==> src/hw/cas_pkg.sv <==
// Purpose: Shared constants and carriers for the atomic compare-and-swap unit
// Assumes: 64-bit registers, 32-bit APB register bus
// Notes:   Offsets are byte addresses on the APB side
package cas_pkg;

    // ************************************************************
    // Register map
    // ************************************************************
    localparam logic [7:0] OFF_STATUS   = 8'h00;
    localparam logic [7:0] OFF_MASK     = 8'h04;
    localparam logic [7:0] OFF_LAST_EXC = 8'h08;
    localparam logic [7:0] OFF_COUNT    = 8'h0c;
    localparam logic [7:0] OFF_SPACE_LO = 8'h10; // 8 words, one bit per space id
    localparam logic [7:0] OFF_SPACE_HI = 8'h2c;

    // Status and mask bit positions
    localparam int ST_DONE    = 0;
    localparam int ST_EXC     = 1;
    localparam int ST_MEM_ERR = 2;
    localparam int ST_W       = 3;

    localparam logic [ST_W-1:0] MASK_RESET  = 3'h0;
    localparam logic [31:0]     SPACE_RESET = 32'h0000_0000;

    // Instruction field positions
    localparam int INS_IMM_SEL = 13;
    localparam int INS_SPC_HI  = 12;
    localparam int INS_SPC_LO  = 5;

    // Privileged space window
    localparam logic [7:0] SPC_PRIV_LO = 8'h30;
    localparam logic [7:0] SPC_PRIV_HI = 8'h7f;
    localparam int         SPC_USER_BIT = 7;

    // Exception codes
    typedef enum logic [2:0] {
        EXC_NONE,
        EXC_ILLEGAL,
        EXC_MISALIGN,
        EXC_PRIV_ACTION,
        EXC_DATA_ACCESS,
        EXC_MEM_ERROR
    } exc_t;

    // Request from the issue stage
    typedef struct packed {
        logic        dword;
        logic [31:0] instr;
        logic [63:0] addr;
        logic [63:0] cmp;
        logic [63:0] swap;
        logic [7:0]  space_reg;
        logic        priv;
        logic        hpriv;
    } cas_req_t;

    // Memory request to the load-store path
    typedef struct packed {
        logic        write;
        logic        lock;
        logic        dword;
        logic [7:0]  space;
        logic [63:0] addr;
        logic [63:0] wdata;
    } mem_req_t;

endpackage : cas_pkg

==> src/hw/cas_unit.sv <==
// Purpose: Atomic compare-and-swap execution, word and doubleword forms
// Assumes: Memory honours the lock flag between the read and the write
// Notes:   APB slave for status, mask, permitted-space table
`timescale 1ns/1ps
`default_nettype none
module cas_unit
    import cas_pkg::*;
(
    // Clock and reset
    input  wire logic        CLK_SYS,
    input  wire logic        RST_B,
    // Issue side
    input  wire logic        REQ_VALID,
    input  wire cas_req_t    REQ,
    output var  logic        REQ_READY,
    // Result side
    output var  logic        RES_VALID,
    output var  logic [63:0] RES_DATA,
    output var  logic        RES_WRITE_RD,
    output var  logic        RES_WRITE_CC,
    output var  exc_t        RES_EXC,
    output var  logic        IRQ_BLOCK,
    // Memory side
    output var  logic        MEM_VALID,
    output var  mem_req_t    MEM_REQ,
    input  wire logic        MEM_READY,
    input  wire logic        MEM_DONE,
    input  wire logic [63:0] MEM_RDATA,
    input  wire logic        MEM_ERR,
    // APB slave
    input  wire logic        PSEL,
    input  wire logic        PENABLE,
    input  wire logic        PWRITE,
    input  wire logic [7:0]  PADDR,
    input  wire logic [31:0] PWDATA,
    output var  logic [31:0] PRDATA,
    output var  logic        PREADY,
    output var  logic        PSLVERR,
    output var  logic        IRQ
);

    // ************************************************************
    // State
    // ************************************************************
    typedef enum logic [2:0] {S_IDLE, S_CHECK, S_READ, S_WAIT_RD, S_WRITE, S_WAIT_WR,
                              S_DONE} state_t;
    state_t      state;
    cas_req_t    cur;
    logic [63:0] old_val;
    logic [31:0] space_tab [8];
    logic [ST_W-1:0] status;
    logic [ST_W-1:0] mask;
    logic [31:0] op_count;
    exc_t        last_exc;

    // ************************************************************
    // Decode and checks
    // ************************************************************
    logic [7:0]  sel_space;
    logic        chk_illegal;
    logic        chk_misalign;
    logic        chk_priv;
    logic        chk_space;
    logic        match;
    logic [63:0] store_val;
    exc_t        next_exc;

    always_comb begin
        // Immediate field when the select bit is clear
        sel_space = cur.instr[INS_IMM_SEL] ? cur.space_reg
                                           : cur.instr[INS_SPC_HI:INS_SPC_LO];
        chk_illegal = cur.instr[INS_IMM_SEL] &&
                      (cur.instr[INS_SPC_HI:INS_SPC_LO] != 8'h00);
        chk_misalign = cur.dword ? (cur.addr[2:0] != 3'h0)
                                 : (cur.addr[1:0] != 2'h0);
        chk_priv = 1'b0;
        if (!cur.priv && !cur.hpriv) begin
            chk_priv = !sel_space[SPC_USER_BIT];
        end else if (cur.priv && !cur.hpriv) begin
            chk_priv = (sel_space >= SPC_PRIV_LO) && (sel_space <= SPC_PRIV_HI);
        end
        chk_space = !space_tab[sel_space[7:5]][sel_space[4:0]];
        if (chk_illegal) begin
            next_exc = EXC_ILLEGAL;
        end else if (chk_misalign) begin
            next_exc = EXC_MISALIGN;
        end else if (chk_priv) begin
            next_exc = EXC_PRIV_ACTION;
        end else if (chk_space) begin
            next_exc = EXC_DATA_ACCESS;
        end else begin
            next_exc = EXC_NONE;
        end
        match = cur.dword ? (old_val == cur.cmp)
                          : (old_val[31:0] == cur.cmp[31:0]);
        // Mismatch writes the old value back so permission is always checked
        if (match) begin
            store_val = cur.dword ? cur.swap : {32'h0000_0000, cur.swap[31:0]};
        end else begin
            store_val = old_val;
        end
    end

    // ************************************************************
    // Sequencer
    // ************************************************************
    always_ff @(posedge CLK_SYS or negedge RST_B) begin
        if (!RST_B) begin
            state        <= S_IDLE;
            cur          <= '0;
            old_val      <= 64'h0;
            REQ_READY    <= 1'b0;
            RES_VALID    <= 1'b0;
            RES_DATA     <= 64'h0;
            RES_WRITE_RD <= 1'b0;
            RES_WRITE_CC <= 1'b0;
            RES_EXC      <= EXC_NONE;
            IRQ_BLOCK    <= 1'b0;
            MEM_VALID    <= 1'b0;
            MEM_REQ      <= '0;
        end else begin
            RES_VALID    <= 1'b0;
            RES_WRITE_CC <= 1'b0;
            case (state)
                S_IDLE: begin
                    REQ_READY <= 1'b1;
                    IRQ_BLOCK <= 1'b0;
                    if (REQ_VALID && REQ_READY) begin
                        cur       <= REQ;
                        REQ_READY <= 1'b0;
                        IRQ_BLOCK <= 1'b1;
                        state     <= S_CHECK;
                    end
                end
                S_CHECK: begin
                    if (next_exc != EXC_NONE) begin
                        RES_VALID    <= 1'b1;
                        RES_EXC      <= next_exc;
                        RES_WRITE_RD <= 1'b0;
                        state        <= S_DONE;
                    end else begin
                        MEM_VALID <= 1'b1;
                        MEM_REQ   <= '{write: 1'b0, lock: 1'b1, dword: cur.dword,
                                       space: sel_space, addr: cur.addr, wdata: 64'h0};
                        state     <= S_READ;
                    end
                end
                S_READ: begin
                    if (MEM_READY) begin
                        MEM_VALID <= 1'b0;
                        state     <= S_WAIT_RD;
                    end
                end
                S_WAIT_RD: begin
                    if (MEM_DONE) begin
                        if (MEM_ERR) begin
                            MEM_REQ.lock <= 1'b0;
                            RES_VALID    <= 1'b1;
                            RES_EXC      <= EXC_MEM_ERROR;
                            RES_WRITE_RD <= 1'b0;
                            state        <= S_DONE;
                        end else begin
                            old_val <= cur.dword ? MEM_RDATA
                                                 : {32'h0000_0000, MEM_RDATA[31:0]};
                            state   <= S_WRITE;
                        end
                    end
                end
                S_WRITE: begin
                    // Lock held from read to write, memory keeps others out
                    MEM_VALID <= 1'b1;
                    MEM_REQ   <= '{write: 1'b1, lock: 1'b1, dword: cur.dword,
                                   space: sel_space, addr: cur.addr, wdata: store_val};
                    if (MEM_VALID && MEM_READY) begin
                        MEM_VALID <= 1'b0;
                        state     <= S_WAIT_WR;
                    end
                end
                S_WAIT_WR: begin
                    if (MEM_DONE) begin
                        MEM_REQ.lock <= 1'b0;
                        RES_VALID    <= 1'b1;
                        RES_DATA     <= old_val;
                        RES_EXC      <= MEM_ERR ? EXC_MEM_ERROR : EXC_NONE;
                        RES_WRITE_RD <= !MEM_ERR;
                        state        <= S_DONE;
                    end
                end
                S_DONE: begin
                    RES_WRITE_RD <= 1'b0;
                    IRQ_BLOCK    <= 1'b0;
                    state        <= S_IDLE;
                end
                default: state <= S_IDLE;
            endcase
        end
    end

    // ************************************************************
    // Events and counters
    // ************************************************************
    logic [ST_W-1:0] ev;
    logic            rd_status;
    logic            wr_access;
    logic [7:0]      tab_idx;
    logic [ST_W-1:0] next_status;

    always_comb begin
        ev = '0;
        ev[ST_DONE]    = RES_VALID && (RES_EXC == EXC_NONE);
        ev[ST_EXC]     = RES_VALID && (RES_EXC != EXC_NONE) && (RES_EXC != EXC_MEM_ERROR);
        ev[ST_MEM_ERR] = RES_VALID && (RES_EXC == EXC_MEM_ERROR);
        rd_status = PSEL && PENABLE && !PWRITE && PREADY && (PADDR == OFF_STATUS);
        wr_access = PSEL && PENABLE && PWRITE && PREADY;
        tab_idx   = 8'((PADDR - OFF_SPACE_LO) >> 2);
        // Clear only what the read returned, or an event
        // landing between data capture and clear is lost
        next_status = (rd_status ? status & ~PRDATA[ST_W-1:0] : status) | ev;
    end

    always_ff @(posedge CLK_SYS or negedge RST_B) begin
        if (!RST_B) begin
            status <= '0;
        end else begin
            // New event wins over the read clear
            status <= next_status;
        end
    end

    always_ff @(posedge CLK_SYS or negedge RST_B) begin
        if (!RST_B) begin
            op_count <= 32'h0;
            last_exc <= EXC_NONE;
        end else if (RES_VALID) begin
            op_count <= op_count + 32'h1;
            last_exc <= RES_EXC;
        end
    end

    // ************************************************************
    // APB slave, one wait state
    // ************************************************************
    always_ff @(posedge CLK_SYS or negedge RST_B) begin
        if (!RST_B) begin
            mask <= MASK_RESET;
            for (int i = 0; i < 8; i++) begin
                space_tab[i] <= SPACE_RESET;
            end
        end else if (wr_access) begin
            if (PADDR == OFF_MASK) begin
                mask <= PWDATA[ST_W-1:0];
            end else if (PADDR >= OFF_SPACE_LO && PADDR <= OFF_SPACE_HI &&
                         PADDR[1:0] == 2'h0) begin
                space_tab[tab_idx[2:0]] <= PWDATA;
            end
        end
    end

    always_ff @(posedge CLK_SYS or negedge RST_B) begin
        if (!RST_B) begin
            PREADY  <= 1'b0;
            PRDATA  <= 32'h0;
            PSLVERR <= 1'b0;
        end else begin
            PREADY  <= 1'b0;
            PSLVERR <= 1'b0;
            if (PSEL && PENABLE && !PREADY) begin
                PREADY <= 1'b1;
                PRDATA <= 32'h0;
                if (PADDR == OFF_STATUS) begin
                    PRDATA <= {29'h0, status};
                end else if (PADDR == OFF_MASK) begin
                    PRDATA <= {29'h0, mask};
                end else if (PADDR == OFF_LAST_EXC) begin
                    PRDATA <= {29'h0, last_exc};
                end else if (PADDR == OFF_COUNT) begin
                    PRDATA <= op_count;
                end else if (PADDR >= OFF_SPACE_LO && PADDR <= OFF_SPACE_HI &&
                             PADDR[1:0] == 2'h0) begin
                    PRDATA <= space_tab[tab_idx[2:0]];
                end else begin
                    PSLVERR <= 1'b1;
                end
            end
        end
    end

    always_ff @(posedge CLK_SYS or negedge RST_B) begin
        if (!RST_B) begin
            IRQ <= 1'b0;
        end else begin
            IRQ <= |(next_status & mask);
        end
    end
endmodule : cas_unit
`default_nettype wire

==> config.mk <==
export PLATFORM = sky130hd
export DESIGN_NAME = cas_unit
export DESIGN_NICKNAME = d
export VERILOG_FILES = /design/src/hw/cas_pkg.sv /design/src/hw/cas_unit.sv
export SDC_FILE = /design/constraint.sdc
export NUM_CORES = 1
export LEC_CHECK = 0
export BUFFER_PORTS_ARGS = -buffer_cell sky130_fd_sc_hd__buf_2
export CAP_MARGIN = 20
export CORE_UTILIZATION = 40
export CTS_BUF_LIST = sky130_fd_sc_hd__clkbuf_4
export DETAILED_ROUTE_END_ITERATION = 10
export PLACE_DENSITY = 0.61
export SLEW_MARGIN = 20
export SYNTH_ARGS = -nofsm -noshare
export SYNTH_HDL_FRONTEND = slang
export SYNTH_SLANG_ARGS = --single-unit
==> constraint.sdc <==
create_clock -name CLK_SYS -period 3.8 [get_ports CLK_SYS]
set_input_delay 0.76 -clock CLK_SYS [delete_from_list [all_inputs] [get_ports CLK_SYS]]
set_output_delay 0.76 -clock CLK_SYS [all_outputs]
set_load 0.02 [all_outputs]
* Word-level counts from Yosys, hierarchy flattened *
Cells that the tools add are included.

storage, ports and cells
  word-level logic and storage cells = 203
  register bits after elaboration = 827
  output and inout port bits = 247
  input port bits = 348

operators by class
  bitwise gates (word level) = 8
  $lt $le $gt $ge = 8
  equal/unequal tests = 21
  mux-type cells = 72
  reductions and logical operators = 53
  $add $sub $neg = 2

operator list
  kind                                                                    number
  32-bit 2-to-1 mux                                                       10
  137-bit one-hot mux with 2 select lines                                 1
  256-bit bitwise mux                                                     1
  32-bit binary-select mux with 3-bit select                              2
  64-bit 2-to-1 mux                                                       3
  139-bit 2-to-1 mux                                                      1
  32-bit demux with 3-bit select                                          1
  64-bit == test                                                          1
  3-bit 2-to-1 mux                                                        16
  32-bit by 1-bit adder with 32-bit output (second input constant)        1
  32-bit == test                                                          1
  1-bit 2-to-1 mux                                                        26
  1-bit logical AND                                                       20
  5-bit AND reduction                                                     4
  3-bit one-hot mux with 6 select lines                                   1
  8-bit by 4-bit == test with 1-bit output (second input constant)        2
  2-bit inequality test (second input constant)                           8
  3-bit nonzero test                                                      5
  3-bit == test (second input constant)                                   4
  3-bit one-hot mux with 3 select lines                                   1
  3-bit AND reduction                                                     3
  8-bit by 3-bit == test with 1-bit output (second input constant)        1
  4-bit >= comparator (second input constant)                             2
  8-bit by 5-bit >= comparator with 1-bit output (second input constant)  1
  29 further kinds                                                        48

* Depth between registers and ports, before layout *
  depth after elaboration = 14
  mapped depth = 16
  depth with buffers taken out = 10

* Worst setup path before layout *
OpenSTA, ideal clock, no wires.

  path kind = input to register
  from = input PADDR[1]
  to = register space_tab[100] (netlist bit)
  required time = 3.675 ns
  data arrival time = 3.056 ns
  setup time = 0.125 ns
  setup slack = 0.619 ns
  stages on the path = 7
  path buffers = 2
  cells stage by stage = or4_1 > nand2b_1 > clkbuf_1 > nor3_1 > nor3b_1 > buf_2 > mux2_2

between the ends
  longest elaborated chain between the ends = 7
  elaborated cells on any way between the ends = 16
  classes of those cells = add/sub: 1; order compare: 4; eq/ne: 1; mux: 3; bitwise: 2; reduce/logical: 5

RTL lines
  what                                                                                                                       RTL line         source
  start, declared                                                                                                            cas_unit.sv:34   input wire logic [7:0] PADDR,
  5-bit subtractor                                                                                                           cas_unit.sv:215  tab_idx = 8'((PADDR - OFF_SPACE_LO) >> 2);
  3-bit inverter with 4-bit output (not written as such)                                                                     cas_unit.sv:254  space_tab[tab_idx[2:0]] <= PWDATA;
  4-bit >= comparator (not written as such) / 4-bit by 1-bit less-than comparator with 1-bit output (equally long branches)  cas_unit.sv:254
  1-bit logical AND (not written as such)                                                                                    cas_unit.sv:254
  32-bit 2-to-1 mux (not written as such)                                                                                    cas_unit.sv:254
  32-bit demux with 3-bit select                                                                                             cas_unit.sv:254
  256-bit bitwise mux                                                                                                        cas_unit.sv:254
  end signal, assigned by index                                                                                              cas_unit.sv:247  space_tab[i] <= SPACE_RESET;
  end signal, assigned by index                                                                                              cas_unit.sv:254
  end, declared                                                                                                              cas_unit.sv:50   logic [31:0] space_tab [8];

Parallel ways exist; a longest one is shown, timed or not.
A chain may end at the register's enable or synchronous reset.

* Worst setup path in the final report *
  from = register cur[215] (netlist bit)
  to = register MEM_REQ[20] (netlist bit)

between the ends
  longest elaborated chain between the ends = 14
  elaborated cells on any way between the ends = 21
  classes of those cells = order compare: 2; eq/ne: 1; mux: 12; bitwise: 1; reduce/logical: 5

RTL lines
  what                                                    RTL line         source
  start, declared                                         cas_unit.sv:48   cas_req_t cur;
  start signal, assigned                                  cas_unit.sv:110  cur <= '0;
  start signal, assigned                                  cas_unit.sv:129  cur <= REQ;
  8-bit 2-to-1 mux                                        cas_unit.sv:70   sel_space = cur.instr[INS_IMM_SEL] ? cur.space_reg
  3-bit inverter with 4-bit output (not written as such)  cas_unit.sv:82   chk_space = !space_tab[sel_space[7:5]][sel_space[4:0]];
  32-bit binary-select mux with 3-bit select              cas_unit.sv:82
  32-bit 2-to-1 mux (not written as such) (2 in series)   cas_unit.sv:82
  1-bit binary-select mux with 5-bit select               cas_unit.sv:82
  1-bit 2-to-1 mux (not written as such)                  cas_unit.sv:82
  3-bit 2-to-1 mux                                        cas_unit.sv:89   end else if (chk_space) begin
  3-bit 2-to-1 mux                                        cas_unit.sv:87   end else if (chk_priv) begin
  3-bit 2-to-1 mux                                        cas_unit.sv:85   end else if (chk_misalign) begin
  3-bit 2-to-1 mux (*)                                    cas_unit.sv:83   if (chk_illegal) begin
  3-bit nonzero test (*)                                  cas_unit.sv:136  if (next_exc != EXC_NONE) begin
  2-bit inequality test (no line) (*)                     --
  2-bit AND reduction (no line) (*)                       --
  end signal, assigned                                    cas_unit.sv:143  MEM_REQ <= '{write: 1'b0, lock: 1'b1, dword: cur.dword,
  end signal, assigned                                    cas_unit.sv:172  MEM_REQ <= '{write: 1'b1, lock: 1'b1, dword: cur.dword,
  end, declared                                           cas_unit.sv:25   output var mem_req_t MEM_REQ,

Every way passes the cells marked *; elsewhere a longest branch is shown, timed or not. The select of a mux whose other input is x is not followed.

==> flow_summary.rst <==
.. list-table::
   :header-rows: 1

   * - Metric
     - Value
   * - Data arrival time of the critical path
     - around 4.6 ns
   * - Required time of the critical path
     - approximately 4.7 ns
   * - Clock latency of the later-clocked register in the worst-skew pair
     - 1.17 ns
   * - Static leakage
     - roughly 24 nW
   * - Share of post-route cells with drive strength above 1
     - 0.3504
   * - Yosys warns
     - 0
   * - Ys async rst share
     - 1.000
   * - Synthesized net count
     - between 4k and 5k
   * - Number of buffers on the longest clock path
     - 3
   * - GPL Wtd Cong
     - 0.8649
   * - Global routing's busiest layer
     - met2
   * - Setup-failing EPs final
     - 0
   * - Fraction of the cycle the final worst path needs
     - 0.9742
   * - Wire length of the first global-routing pass
     - approximately 220 mm
   * - Leading post-synthesis cells by instance count
     - sky130_fd_sc_hd__dfrtp_1, sky130_fd_sc_hd__mux2_2, sky130_fd_sc_hd__nand2_1
   * - Met2 layer usage reported by global route
     - 0.4327
   * - Global route overflow
     - 0
   * - Final hold violation count
     - 0
   * - Vias per Instance
     - between 5 and 6
   * - FF+latch count, synth
     - approximately 800
   * - Number of global-route vias before repair
     - roughly 36k
   * - Global-route met3 utilization
     - 0.06348
   * - Largest net degree at the start of global routing
     - 110
   * - Highest attainable clock frequency
     - 270.1 MHz
   * - Highest net fanout along the worst path
     - 36
   * - Crit path cell chain
     - buf_4 > nor2b_4 > buf_4 > buf_4 > a22oi_1 > a21oi_1 > nor3_1 > o311ai_0 > buf_4 > nand3_1 > o211ai_1 > buf_4 > o22a_4 > buf_12 > o311ai_0 > nand2_1
   * - Mapped Avg Cell Area
     - ~11 sq um
   * - Final nets
     - between 5k and 6k
   * - Maximum resistive drop on vdd
     - a little under 0.0007 V
   * - Status
     - complete, no violations
   * - Slew margin rel.
     - 0.2998
   * - Seq/Total Area, Yosys
     - 0.4914
   * - # DRC
     - 0
   * - Clock tree from TritonCTS
     - built
   * - TritonCTS buffer count
     - 227
   * - Count of flip-flops with a built-in enable after synthesis
     - 0
   * - Top cell type by total area after synthesis
     - sky130_fd_sc_hd__dfrtp_1
   * - Core area
     - 103600 sq um
   * - Post-synth design cell area
     - approximately 42000 sq um
   * - Placement Rows
     - roughly 120
   * - Class of the most critical hold timing path
     - in2reg
   * - Category of the most critical setup path
     - reg2reg
   * - Total placed instance area
     - about 47000 sq um
   * - Number of DRC markers in iteration 0
     - 3114
   * - DRT antenna net count
     - 0
   * - Leading post-synthesis cells by cell area
     - sky130_fd_sc_hd__dfrtp_1, sky130_fd_sc_hd__mux2_2, sky130_fd_sc_hd__nand2b_1
   * - Cell with the largest stage delay on the worst path
     - sky130_fd_sc_hd__dfrtp_2
   * - Number of vias in the routed layout
     - around 36k
   * - Pin slew with the least headroom to its limit
     - around 1.1 ns
   * - Routed wire length
     - between 100 and 150 mm
   * - Final-layout fill cell count
     - a little over 9k
   * - Number of antenna violations at the first check in global routing
     - 20
   * - MaxCap Viol Count
     - 0
   * - Most numerous cell in the Yosys netlist
     - sky130_fd_sc_hd__dfrtp_1
   * - Type of element capturing the critical path
     - register
   * - TritonRoute pass-1 iters
     - 8
   * - Final cell area excluding filler cells
     - about 53000 sq um
   * - Die width
     - 325.5 um
   * - Starting utilization of the core area
     - 0.4039
   * - Die height
     - 325.5 um
   * - Dominant delay contributor by cell family on the critical path
     - compound AO/OA/AOI/OAI gates
   * - Final number of max-transition violations
     - 0
   * - Primary FF master, synth
     - sky130_fd_sc_hd__dfrtp_1
   * - Overall Global Routing Usage
     - 0.2747
   * - Time the final worst path needs with I/O delays and setup
     - 3.702 ns
   * - Final standard cell utilization of the core
     - 0.5134
   * - Cells after synthesis
     - between 3k and 4k
   * - CP bufs+invs
     - 6
   * - Fraction of synthesized cell area taken by the top area cell type
     - 0.4914
   * - Die Area
     - 105900 sq um
   * - Power Dens Cells
     - roughly 800 nW/um^2
   * - Routed wire per std cell
     - 23.12 um
   * - Setup repair after global routing missed its margin
     - yes
   * - I/O Buffers
     - 570
   * - H-tree Lvls
     - 4
   * - Startpoint types
     - register
   * - Top-level port count
     - between 500 and 600
   * - Total clock sinks
     - around 800
   * - Number of distinct standard cells referenced by the synthesized netlist
     - 76
   * - Critical Path Most Common Cell
     - sky130_fd_sc_hd__buf_4
   * - Area growth from synthesis to layout
     - 27.12%
   * - Slowest Stage Delay on Critical Path
     - 0.45 ns
   * - Clock-pin slew on the worst setup and hold paths
     - 0.07 ns
   * - Clock Skews
     - 0.1173 ns
   * - Root Buffer
     - sky130_fd_sc_hd__clkbuf_4
   * - HPWL after DPL
     - about 97 mm
   * - Met1 track demand over resource in global routing
     - 0.3517
through the flow:
stage | std cells | hold slack, ns | power [mW] | setup slack [ns] | setup TNS, ns
after floorplan | 3813 | 0.4458 | 25.12 | 0.6193 | 0
after global placement | 5608 | 0.4584 | 32.02 | 0.1041 | 0
after global routing | 6348 | 0.07377 | 43.76 | -0.01100 | -0.02294
after detailed placement | 5608 | 0.4650 | 32.40 | 0.08217 | 0
after CTS | 6336 | 0.0004670 | 41.26 | 0.002796 | 0
final | 6352 | 0.1279 | 41.35 | 0.09794 | 0
cell usage in the layout (no fill, tap or decap), types with 68 or more instances in the layout:
cell type,n
sky130_fd_sc_hd__a21oi_1,201
sky130_fd_sc_hd__a22oi_1,142
sky130_fd_sc_hd__buf_2,567
sky130_fd_sc_hd__buf_4,116
sky130_fd_sc_hd__clkbuf_4,349
sky130_fd_sc_hd__dfrtp_1,817
sky130_fd_sc_hd__dlygate4sd3_1,316
sky130_fd_sc_hd__mux2_2,538
sky130_fd_sc_hd__mux2i_1,68
sky130_fd_sc_hd__nand2_1,317
sky130_fd_sc_hd__nand2b_1,306
sky130_fd_sc_hd__nor2_1,96
sky130_fd_sc_hd__o211ai_1,80
sky130_fd_sc_hd__o21ai_0,262
sky130_fd_sc_hd__o311ai_1,96
kinds of logic after synthesis:
group,count (synthesis),share of synthesized area
compound gates,948,0.1464
xor+xnor,97,0.02030
fa+ha+maj,1,0.0002989
buf+inv,364,0.03575
flops,822,0.4914
mux,676,0.1972
other cells,1,0.00008958
simple gates,904,0.1086
worst paths after layout:
check / start / endpoint / slack [ns] / cells after the start
worst max-delay path: cur[215] / MEM_REQ[20] / 0.1 / 16
worst max register to register: cur[215] / MEM_REQ[20] / 0.1 / 16
max in group asynchronous: RST_B / PRDATA[19] / 2.43 / 3
worst min-delay path: PENABLE / status[0] / 0.13 / 6
min in group asynchronous: RST_B / MEM_REQ[110] / 0.20 / 2
worst min register to register: op_count[31] / op_count[31] / 0.47 / 1
tightest hold or removal path, cell delays in order:
cell and delay (ns):
sky130_fd_sc_hd__buf_2 0.11, sky130_fd_sc_hd__nand3_1 0.07, sky130_fd_sc_hd__nor3_1 0.07, sky130_fd_sc_hd__nand2_1 0.07, sky130_fd_sc_hd__nand2_1 0.05, sky130_fd_sc_hd__o21ai_0 0.10
power breakdown:
part / internal, mW / switching [mW] / total, mW
logic: 7.85 / 11.7 / 19.6
clock network: 4.33 / 4.09 / 8.43
registers: 11.2 / 2.10 / 13.3
total: 23.4 / 17.9 / 41.3
what timing repair did:
action	4_1_cts	5_1_grt
hold endpoints to repair	621	0
setup buffers	0	1
resized for setup	0	13
endpoints found under the setup margin	0	138
hold buffers	316	0
state kept, by name (all words and copies together) (netlist names), 3 cells and up:
| register | flops |
|---|---|
| space_tab | 256 |
| cur | 212 |
| MEM_REQ | 139 |
| RES_DATA | 64 |
| old_val | 64 |
| PRDATA | 32 |
| op_count | 32 |
| RES_EXC | 3 |
| last_exc | 3 |
| mask | 3 |
| state | 3 |
| status | 3 |
metal layers:
metal / part of all wire / wire length [um]
met1: 0.41 / 59830
met2: 0.47 / 69160
met3: 0.070 / 10290
met4: 0.051 / 7496
met5: 0.00054 / 80
cell type report:
type	instances	area (sq um)	area share
sequential	822	20580	0.3867
tap	1380	1727	0.03245
timing repair buffer	1039	7667	0.1441
inverter	57	214.0	0.004021
clock inverter	63	380.4	0.007148
antenna	15	37.54	0.0007054
multi-input combinational	2627	19990	0.3756
clock buffer	349	2620	0.04924
(Power assumes the default switching activity.)
